File: config.mk
export PLATFORM = sky130hd
export DESIGN_NAME = status_event_collector
export DESIGN_NICKNAME = d
export VERILOG_FILES = /design/src/status_event_pkg.sv /design/src/status_event_collector.sv
export SDC_FILE = /design/constraint.sdc
export NUM_CORES = 1
export LEC_CHECK = 0
export ABC_AREA = 1
export BUFFER_PORTS_ARGS = -buffer_cell sky130_fd_sc_hd__buf_2
export CAP_MARGIN = 40
export CORE_ASPECT_RATIO = 0.8
export CORE_UTILIZATION = 38
export CTS_BUF_LIST = sky130_fd_sc_hd__clkbuf_16
export DETAILED_ROUTE_END_ITERATION = 6
export SETUP_SLACK_MARGIN = 0.3
export SYNTH_ARGS = -nofsm -noshare
export SYNTH_HDL_FRONTEND = slang
export SYNTH_SLANG_ARGS = --single-unit
File: constraint.sdc
create_clock -name ref_clk -period 1.2 [get_ports ref_clk]
set_input_delay 0.36 -clock ref_clk [delete_from_list [all_inputs] [get_ports ref_clk]]
set_output_delay 0.36 -clock ref_clk [all_outputs]
set_load 0.005 [all_outputs]
File: src/status_event_pkg.sv
package status_event_pkg;

  // ****************************************
  // Register offsets
  // ****************************************
  localparam logic [11:0] PRIMARY_OFS    = 12'h110;
  localparam logic [11:0] SECONDARY_OFS  = 12'h114;
  localparam logic [11:0] INT_STATUS_OFS = 12'h118;
  localparam logic [11:0] INT_ENABLE_OFS = 12'h11c;
  localparam logic [11:0] EDGE_CFG_OFS   = 12'h120;

  // ****************************************
  // Reset values
  // ****************************************
  localparam logic [21:0] INT_ENABLE_RST   = 22'h000000;
  localparam logic [11:0] EDGE_CFG_RST     = 12'h000;
  localparam logic        XFER_TIMEOUT_RST = 1'b1;

  // ****************************************
  // Bit positions used as clear keys, plus the pin field base and the event width
  // ****************************************
  localparam int P_XFER_EVENT  = 18;
  localparam int P_TW_ERROR    = 16;
  localparam int P_AUDIO_FIFO  = 11;
  localparam int P_VIDEO_PROT  = 10;
  localparam int P_VIDEO_FIFO  = 9;
  localparam int P_PIN_LOW     = 3;
  localparam int P_TASK1_ERROR = 24;
  localparam int P_EVENT_BITS  = 22;

  // Edge select field: bit 0 rising, bit 1 falling
  localparam int EDGE_RISE = 0;
  localparam int EDGE_FALL = 1;

  // ****************************************
  // Carriers
  // ****************************************
  typedef struct packed {
    logic [11:0] addr;
    logic [31:0] wdata;
    logic        wr;
    logic        rd;
  } reg_req_t;

  typedef struct packed {
    logic       task0_timeout;
    logic       task0_start;
    logic       seq_uploading;
    logic       xfer_unit_busy;
    logic       xfer_cmd_start;
    logic       xfer_timeout_hit;
    logic       xfer_format_hit;
    logic       twowire_busy;
    logic       twowire_start;
    logic [4:0] twowire_err_hit;
    logic [3:0] audio_protect_hit;
    logic [3:0] audio_restart;
    logic [3:0] audio_fifo_hit;
    logic [2:0] video_protect_hit;
    logic [2:0] video_fifo_hit;
    logic [2:0] video_reload;
    logic [5:0] counter_over;
    logic       bus_req;
    logic       bus_gnt;
    logic       bus_master;
    logic       task1_start;
    logic       task1_reg_err_hit;
    logic       task1_page_err_hit;
    logic       task1_running;
  } status_src_t;

endpackage

File: src/status_event_collector.sv
// Operation
// - Task zero wait timeout sets bit 21
// - Bit 20 shows upload; falling edge latches
// - Bit 19 shows transfer busy; falling latches
// - Bit 18 set by transfer errors
// - Transfer timeout flag resets to one
// - Bit 17 shows two-wire busy; falling latches
// - Bit 16 set by two-wire errors
// - Bits 15..12 audio protection, cleared by restart
// - Bit 11 flags any audio FIFO fault
// - Bit 10 flags video DMA protection errors
// - Bit 9 flags video FIFO faults
// - Bits 8,7 field identity, selected edges latch
// - Bits 6..3 mirror pins, selected edges latch
// - Bit 2 summarises four counter flags
// - Bits 1,0 counters three and zero
// - Secondary 31 request pending until grant
// - Secondary 30 bus master active
// - Secondary 29 task one register error
// - Secondary 28 task one page error
// - Secondary 27 task one running
// - Enabled conditions latch, write one clears
// - Status read-only; write one to primary triggers
module status_event_collector
  import status_event_pkg::*;
(
  input  wire logic        ref_clk,
  input  wire logic        resetn,
  input  wire logic        clk_en,
  input  wire reg_req_t    req,
  output logic [31:0]      reg_rdata,
  input  wire status_src_t src,
  input  wire logic        field_id_a_pin,
  input  wire logic        field_id_b_pin,
  input  wire logic [3:0]  gp_pin,
  output logic             irq
);

  // ****************************************
  // State
  // ****************************************
  logic [5:0]  pin_meta_q;
  logic [5:0]  pin_sync_q;
  logic        to0_q;
  logic        xfer_to_q;
  logic        xfer_ef_q;
  logic        xfer_evt_q;
  logic [4:0]  tw_err_q;
  logic        tw_evt_q;
  logic [3:0]  aprot_q;
  logic [3:0]  afifo_q;
  logic [2:0]  vprot_q;
  logic [2:0]  vfifo_q;
  logic [1:0]  t1err_q;
  logic        req_pend_q;
  logic        master_q;
  logic        t1run_q;
  logic [21:0] prev_q;
  logic [21:0] isr_q;
  logic [21:0] isr_d;
  logic [21:0] int_en_q;
  logic [11:0] edge_cfg_q;
  logic [31:0] rdata_q;

  logic [31:0] primary;
  logic [31:0] secondary;
  logic [31:0] isr_clr;
  logic [21:0] trig;
  logic [21:0] rise;
  logic [21:0] fall;
  logic [5:0]  pin_ev;
  logic [21:0] ev;

  // Decode shared by every write and read path
  function automatic logic hit(input reg_req_t r, input logic [11:0] ofs);
    return r.addr == ofs;
  endfunction

  assign isr_clr = (req.wr && hit(req, INT_STATUS_OFS)) ? req.wdata : 32'h0;

  // ****************************************
  // Pin synchronisers
  // ****************************************
  // Pins are asynchronous; only the second stage feeds logic
  always_ff @(posedge ref_clk or negedge resetn) begin
    if (!resetn) begin
      pin_meta_q <= 6'h00;
      pin_sync_q <= 6'h00;
    end else if (clk_en) begin
      pin_meta_q <= {field_id_a_pin, field_id_b_pin, gp_pin};
      pin_sync_q <= pin_meta_q;
    end
  end

  // ****************************************
  // Sequencer task flags
  // ****************************************
  // Timeout wins over a start in the same cycle
  always_ff @(posedge ref_clk or negedge resetn) begin
    if (!resetn) begin
      to0_q <= 1'b0;
    end else if (clk_en) begin
      if (src.task0_timeout) begin
        to0_q <= 1'b1;
      end else if (src.task0_start) begin
        to0_q <= 1'b0;
      end
    end
  end

  // Task one errors clear on latch write or restart; set wins
  always_ff @(posedge ref_clk or negedge resetn) begin
    if (!resetn) begin
      t1err_q <= 2'b00;
      t1run_q <= 1'b0;
    end else if (clk_en) begin
      t1err_q <= (t1err_q & ~{2{isr_clr[P_TASK1_ERROR] | src.task1_start}})
               | {src.task1_reg_err_hit, src.task1_page_err_hit};
      t1run_q <= src.task1_running;
    end
  end

  // ****************************************
  // Transfer unit flags
  // ****************************************
  // Timeout flag leaves reset high, so software sees a stale event
  always_ff @(posedge ref_clk or negedge resetn) begin
    if (!resetn) begin
      xfer_to_q  <= XFER_TIMEOUT_RST;
      xfer_ef_q  <= 1'b0;
      xfer_evt_q <= 1'b0;
    end else if (clk_en) begin
      if (src.xfer_timeout_hit) begin
        xfer_to_q <= 1'b1;
      end else if (isr_clr[P_XFER_EVENT]) begin
        xfer_to_q <= 1'b0;
      end
      if (src.xfer_format_hit) begin
        xfer_ef_q <= 1'b1;
      end else if (isr_clr[P_XFER_EVENT]) begin
        xfer_ef_q <= 1'b0;
      end
      if (src.xfer_timeout_hit || src.xfer_format_hit) begin
        xfer_evt_q <= 1'b1;
      end else if (src.xfer_cmd_start) begin
        xfer_evt_q <= 1'b0;
      end
    end
  end

  // ****************************************
  // Two-wire bus flags
  // ****************************************
  always_ff @(posedge ref_clk or negedge resetn) begin
    if (!resetn) begin
      tw_err_q <= 5'h00;
      tw_evt_q <= 1'b0;
    end else if (clk_en) begin
      tw_err_q <= (tw_err_q & ~{5{isr_clr[P_TW_ERROR] | src.twowire_start}})
                | src.twowire_err_hit;
      if (|src.twowire_err_hit) begin
        tw_evt_q <= 1'b1;
      end else if (src.twowire_start) begin
        tw_evt_q <= 1'b0;
      end
    end
  end

  // ****************************************
  // Audio and video DMA flags
  // ****************************************
  // Per-source flags, so one restart does not hide another fault
  always_ff @(posedge ref_clk or negedge resetn) begin
    if (!resetn) begin
      aprot_q <= 4'h0;
      afifo_q <= 4'h0;
      vprot_q <= 3'h0;
      vfifo_q <= 3'h0;
    end else if (clk_en) begin
      aprot_q <= (aprot_q & ~src.audio_restart) | src.audio_protect_hit;
      afifo_q <= (afifo_q & ~({4{isr_clr[P_AUDIO_FIFO]}} | src.audio_restart))
               | src.audio_fifo_hit;
      vprot_q <= (vprot_q & ~({3{isr_clr[P_VIDEO_PROT]}} | src.video_reload))
               | src.video_protect_hit;
      vfifo_q <= (vfifo_q & ~({3{isr_clr[P_VIDEO_FIFO]}} | src.video_reload))
               | src.video_fifo_hit;
    end
  end

  // ****************************************
  // PCI master state
  // ****************************************
  always_ff @(posedge ref_clk or negedge resetn) begin
    if (!resetn) begin
      req_pend_q <= 1'b0;
      master_q   <= 1'b0;
    end else if (clk_en) begin
      req_pend_q <= src.bus_req & ~src.bus_gnt;
      master_q   <= src.bus_master;
    end
  end

  // ****************************************
  // Status words
  // ****************************************
  // Busy and upload are live levels from same-clock units
  assign primary = {10'h000,
                    to0_q,
                    src.seq_uploading,
                    src.xfer_unit_busy,
                    xfer_evt_q,
                    src.twowire_busy,
                    tw_evt_q,
                    aprot_q,
                    |afifo_q,
                    |vprot_q,
                    |vfifo_q,
                    pin_sync_q,
                    |{src.counter_over[5:4], src.counter_over[2:1]},
                    src.counter_over[3],
                    src.counter_over[0]};

  assign secondary = {req_pend_q, master_q, t1err_q, t1run_q, 3'h0,
                      xfer_to_q, xfer_ef_q, tw_err_q,
                      vprot_q, vfifo_q, afifo_q, 7'h00};

  // ****************************************
  // Interrupt events
  // ****************************************
  assign rise = primary[21:0] & ~prev_q;
  assign fall = ~primary[21:0] & prev_q;

  // Each pin bit picks its own edges from two config bits
  generate
    for (genvar i = 0; i < 6; i++) begin : g_pin_edge
      assign pin_ev[i] = (rise[P_PIN_LOW+i] & edge_cfg_q[2*i+EDGE_RISE])
                       | (fall[P_PIN_LOW+i] & edge_cfg_q[2*i+EDGE_FALL]);
    end
  endgenerate

  // Done-type bits latch on the falling edge, pin bits on their selected edges, the rest on rising
  assign ev = {rise[21], fall[20], fall[19], rise[18], fall[17],
               rise[16:9], pin_ev, rise[2:0]};

  // Software write of one to the primary word fakes the event
  assign trig = (req.wr && hit(req, PRIMARY_OFS)) ? req.wdata[21:0] : 22'h0;

  // Set wins over a clear in the same cycle
  assign isr_d = (isr_q & ~isr_clr[21:0]) | ((ev | trig) & int_en_q);

  always_ff @(posedge ref_clk or negedge resetn) begin
    if (!resetn) begin
      prev_q <= 22'h000000;
      isr_q  <= 22'h000000;
    end else if (clk_en) begin
      prev_q <= primary[21:0];
      isr_q  <= isr_d;
    end
  end

  assign irq = |isr_q;

  // ****************************************
  // Register port
  // ****************************************
  // Status words have no storage, so primary writes only trigger and secondary writes do nothing
  always_ff @(posedge ref_clk or negedge resetn) begin
    if (!resetn) begin
      int_en_q   <= INT_ENABLE_RST;
      edge_cfg_q <= EDGE_CFG_RST;
    end else if (clk_en && req.wr) begin
      if (hit(req, INT_ENABLE_OFS)) begin
        int_en_q <= req.wdata[21:0];
      end
      if (hit(req, EDGE_CFG_OFS)) begin
        edge_cfg_q <= req.wdata[11:0];
      end
    end
  end

  // Read data stands for one cycle only; unmapped reads give zero
  always_ff @(posedge ref_clk or negedge resetn) begin
    if (!resetn) begin
      rdata_q <= 32'h0;
    end else if (clk_en) begin
      if (!req.rd) begin
        rdata_q <= 32'h0;
      end else if (hit(req, PRIMARY_OFS)) begin
        rdata_q <= primary;
      end else if (hit(req, SECONDARY_OFS)) begin
        rdata_q <= secondary;
      end else if (hit(req, INT_STATUS_OFS)) begin
        rdata_q <= {10'h000, isr_q};
      end else if (hit(req, INT_ENABLE_OFS)) begin
        rdata_q <= {10'h000, int_en_q};
      end else if (hit(req, EDGE_CFG_OFS)) begin
        rdata_q <= {20'h00000, edge_cfg_q};
      end else begin
        rdata_q <= 32'h0;
      end
    end
  end

  assign reg_rdata = rdata_q;
endmodule

* Word level (Yosys, flattened, before mapping)
Index checks and enable logic that the tools add are counted.
** Word-level totals
- Flip-flop bits (word level) :: 151
- Input bits :: 103
- Output and inout port bits :: 33
- Logic and storage cells :: 117
** Cells by class
- Eq/ne operators :: 5
- Mux-type cells :: 17
- Bitwise logic cells :: 52
- Reductions and logical operators :: 22
** Operator list (count)
- $mux 32 :: 3
- $and 22x22->22 :: 3
- $mux 22 :: 3
- $eq 12x9->1 const B :: 5
- $not 22->22 :: 2
- $or 22x22->22 :: 2
- $mux 25 :: 1
- $reduce_or 22->1 :: 1
- $and 21x21->21 :: 1
- $not 21->21 :: 1
- $reduce_and 2->1 :: 7
- $and 1x1->1 :: 13
- $mux 12 :: 1
- $or 3x3->3 :: 4
- $or 4x4->4 :: 3
- $reduce_bool 2->1 :: 5
- $mux 1 :: 9
- $and 4x4->4 :: 2
- $not 4->4 :: 2
- $or 1x1->1 :: 8
- $reduce_or 4->1 :: 2
- $and 3x3->3 :: 2
- $not 3->3 :: 2
- $reduce_or 3->1 :: 2
- other kinds (10) :: 12

* Longest topological paths before layout
- Depth after elaboration :: 8
- Depth in mapped cells :: 13
- Gate-level depth less buffers :: 12

* Worst setup path after synthesis
No wires, ideal clock.
- Path kind :: in2reg
- From :: input port req[39] (netlist name)
- To :: register isr_q[12]
- Setup time :: 0.119 ns
- Arrival time :: 1.342 ns
- Path slack :: -0.260 ns
- Stages on the path :: 9
- Path through :: inv_2 nand2_1 nor2_4 nand3_4 nor2_4 inv_2 buf_6 o21ai_1 nand2_1
** Between the ends
- Longest elaborated chain between the ends :: 6
- Elaborated cells on any way between the ends :: 11
** Ends and longest elaborated chain
- from (decl) :: RTL line status_event_collector.sv:30 : input wire reg_req_t req,
- $eq 12x9->1 :: RTL line status_event_collector.sv:76 : return r.addr == ofs;
- $logic_and 1x1->1 (on tied branches) :: RTL line status_event_collector.sv:246, status_event_collector.sv:79
- $mux 22 or $mux 25 (tied branches) :: RTL line status_event_collector.sv:246, status_event_collector.sv:79
- $or 22x22->22 or $not 22->22 (tied branches) :: RTL line status_event_collector.sv:249 : assign isr_d = (isr_q & ~isr_clr[21:0]) | ((ev | trig) & int_en_q);
- $and 22x22->22 :: RTL line status_event_collector.sv:249
- $or 22x22->22 (*) :: RTL line status_event_collector.sv:249
- to (signal assigned) :: RTL line status_event_collector.sv:257 : isr_q <= isr_d;
- to (decl) :: RTL line status_event_collector.sv:59 : logic [21:0] isr_q;
Mark *: on every way between the ends. The rest lies on a longest branch, timed or not.
A chain may end at the register's enable or synchronous reset.

* Worst setup path in the final report
- From :: register isr_q[8]
- To :: output port irq
** Between the ends
- Longest elaborated chain between the ends :: 1
** Ends and longest elaborated chain
- $reduce_or 22->1 :: RTL line status_event_collector.sv:261 : assign irq = |isr_q;
- to (decl) :: RTL line status_event_collector.sv:36 : output logic irq
Every way passes these cells.

==> results by group <==
Run status
  • Run status: finished with violations
  • Failing checks: DRC, hold timing, setup timing

Timing
  • Final setup viols: 127
  • Final setup margin: -0.8208 ns
  • TNS Setup: -11.96 ns
  • RSZ-0062 raised after global routing: true
  • Tcrit/Tclk final: 168.4%
  • Max Slew Vio Count: 0
  • Fin Hold WS: -0.2006 ns
  • Final Hold Viols: 20
  • Max Freq: 0.4949 GHz
  • Min Tclk post-route: 2.021 ns
  • Final Skew: about 0.0070 ns

Power and ir drop
  • Net Sw Power: ~3200 uW
  • Sw frac: 26.29%
  • Cell Pwr Density: approximately 1100 mW/mm2
  • Worst vdd ir: 0.8638 mV
  • Combinational share of power: 11.9%
  • Clk network pwr share: 44.2%
  • Static Leak: 0.005904 uW
  • Int Pwr: 9097 uW
  • Seq pwr share: 43.9%

CTS
  • Total clock sinks: 148
  • Worst-path clk slew: 0.06 ns
  • H-tree Lvls: 4
  • Cts bufs inserted: 17
  • Clock Tree Buf Depth: 2
  • CTS root buf: clkbuf_16
  • CTS tree: done
  • Clk Latency, worst-skew pair: 0.43 ns

Route
  • DR pass1 iterations: 7
  • Avg Vias per Cell: 5.322
  • Final WL: ~26 mm
  • Remaining DRCs: 8
  • Routed Antenna Nets: 0
  • DR WL/cell: ~19 um
  • Via count: 7456
  • DRT iter0 DRCs: around 700

Logic synthesis
  • Synth cell types: 39
  • Top post-synthesis cells by area: dfrtp_1, nand2_1, nand3_1
  • Ys flop type: dfrtp_1
  • Ys async rst share: 100.0%
  • Syn avg cell area: ~8.2 um2
  • Synth cell count leaders: nand2_1, dfrtp_1, inv_1
  • Yosys reg bits: 148
  • Ys Warns: 0
  • Most numerous cell in the Yosys netlist: nand2_1
  • Mapped Cells: a little under 900
  • Largest area contributor in the netlist: dfrtp_1
  • Post-synth EDFFs: 0
  • Sequential area share after synthesis: 51.80%
  • Mapped Area: 0.007152 mm2
  • Synth top area share: 51.43%

Cells and area
  • Layout cell share with drive strength beyond 1: between 40 and 50%
  • Nets: 1238
  • Util after Layout: 63.76%
  • Synthesis-to-layout area growth: 62.95%
  • Fillers: 1487
  • Layout Cells excl Fill: 1401
  • Ant. Diodes: 0

Global route
  • Vias in the first global route: 7238
  • Gr ovfl total: 0
  • Pin count of the biggest net entering global routing: 46
  • First-pass GRT wire length: 40.31 mm
  • Antenna violations before repair: 0
  • GRT Total Usage: a little over a quarter

Setup path
  • R2R cell count: 4
  • Crit path top cell by count: nand4_1
  • Critical path launch point type: flop
  • Reg-to-Reg End: isr_q[11]
  • CP arrival: 1.66 ns
  • R2r setup slk: -0.08 ns
  • CP max stage delay: slightly above 0.4 ns
  • Delay-heaviest family, CP: simple AND/OR/NAND/NOR gates
  • CP startpoint: isr_q[8]
  • Largest fanout on the critical path: 2
  • CP Capture Type: output pin
  • CP required: 0.84 ns
  • Crit Path Category: reg -> out
  • CP bufs+invs: 2
  • Slowest cell on the critical path: dfrtp_1
  • Worst-path cell chain: inv_2, nand4_1, nor4_2, nand4_1, buf_2
  • Reg2reg start: afifo_q[1]

Placed design
  • Dpl ws: -0.6110 ns
  • Placer congestion estimate: 0.8595
  • Dpl cells: 1299
  • # port buffers: approximately 120
  • Dpl hpwl: 15.93 mm

Floorplanning
  • IO Pins: 136
  • Initial cell density of the core: around two fifths
  • CORE AREA: about 0.018 mm2
  • Die height: 124.7 um
  • Row cnt: 44
  • Die Footprint: slightly below 0.02 mm2
  • Die width: 155.4 um

Hold path
  • HP Class: in -> async

Flow run
  • Max-Cap Viols: 0
## sequential cells by signal, indices dropped and copies added (netlist names), 5 cells and up
register	cells
pin_meta_q	6
reg_rdata	29
prev_q	22
tw_err_q	5
int_en_q	22
isr_q	22
edge_cfg_q	12
pin_sync_q	6
## cells by family after synthesis
kind of cell	after synthesis	synth area share, %
simple gates	434	26.94
compound gates	158	13.68
flops	148	51.80
buf+inv	126	7.523
other cells	1	0.05243
## worst reg2reg max path, cell delays in order, from the launching register on
cell and delay, ns:
dfrtp_1 0.40, nor4_4 0.44, o22ai_2 0.12, nand3_1 0.09, nand2_1 0.10
## cell type report
type | instances | area (um2) | area share [%]
clock buffers | 17 | 425.4 | 3.650
clock inverters | 15 | 166.4 | 1.428
inverters | 87 | 371.6 | 3.189
multi-input cells | 595 | 4019 | 34.49
flip-flops and latches | 148 | 3707 | 31.81
well taps | 253 | 316.6 | 2.716
repair buffers | 286 | 2648 | 22.72
## metal layers
layer | GRT usage [%] | wire, um | vias up | part of all wire [%]
li1 | - | - | 3407 | -
met1 | 39.50 | 11630 | 3592 | 44
met2 | 40.83 | 11780 | 393 | 45
met3 | 5.776 | 2090 | 64 | 8.0
met4 | 8.131 | 721 | 0 | 2.7
met5 | 0 | 0 | - | 0
## cells in the final DEF (no fill, tap or decap), types with 36 or more instances in the layout
cell type,instances
inv_1,72
buf_6,36
o21ai_2,42
dfrtp_1,145
nand3_2,39
nand2_2,45
o21ai_1,36
buf_2,110
buf_4,91
nand2_1,206
nand3_1,36
## power by group through the flow
| stage | Clock (uW) | Sequential (uW) | Combinational, uW |
|---|---|---|---|
| floorplan | 0 | 5430 | 585 |
| global placement | 0 | 5470 | 1150 |
| detailed placement | 0 | 5470 | 1160 |
| CTS | 5460 | 5400 | 1360 |
| global route | 5710 | 5440 | 1600 |
| finish | 5460 | 5420 | 1460 |
## metrics by stage
step | instance area, um2 | total power (uW)
floorplan | 7390 | 6011
global placement | 8881 | 6620
detailed placement | 8881 | 6637
CTS | 11090 | 12220
global route | 11650 | 12740
finish | 11650 | 12340
## timing repair
item / CTS / global route
cloned: 13 / 1
pin swaps: 87 / 72
setup buffers: 40 / 16
resized for setup: 257 / 105
endpoints found under the setup margin: 137 / 139
endpoints found under the hold margin: 20 / 20
## worst max-delay path by stage
stage               cells after the start            to
global placement                       11  reg_rdata[8]
floorplan                               8  int_en_q[15]
detailed placement                     11  reg_rdata[8]
CTS                                     5           irq
global route                            5           irq
finish                                  5           irq
(Power assumes the default switching activity.)
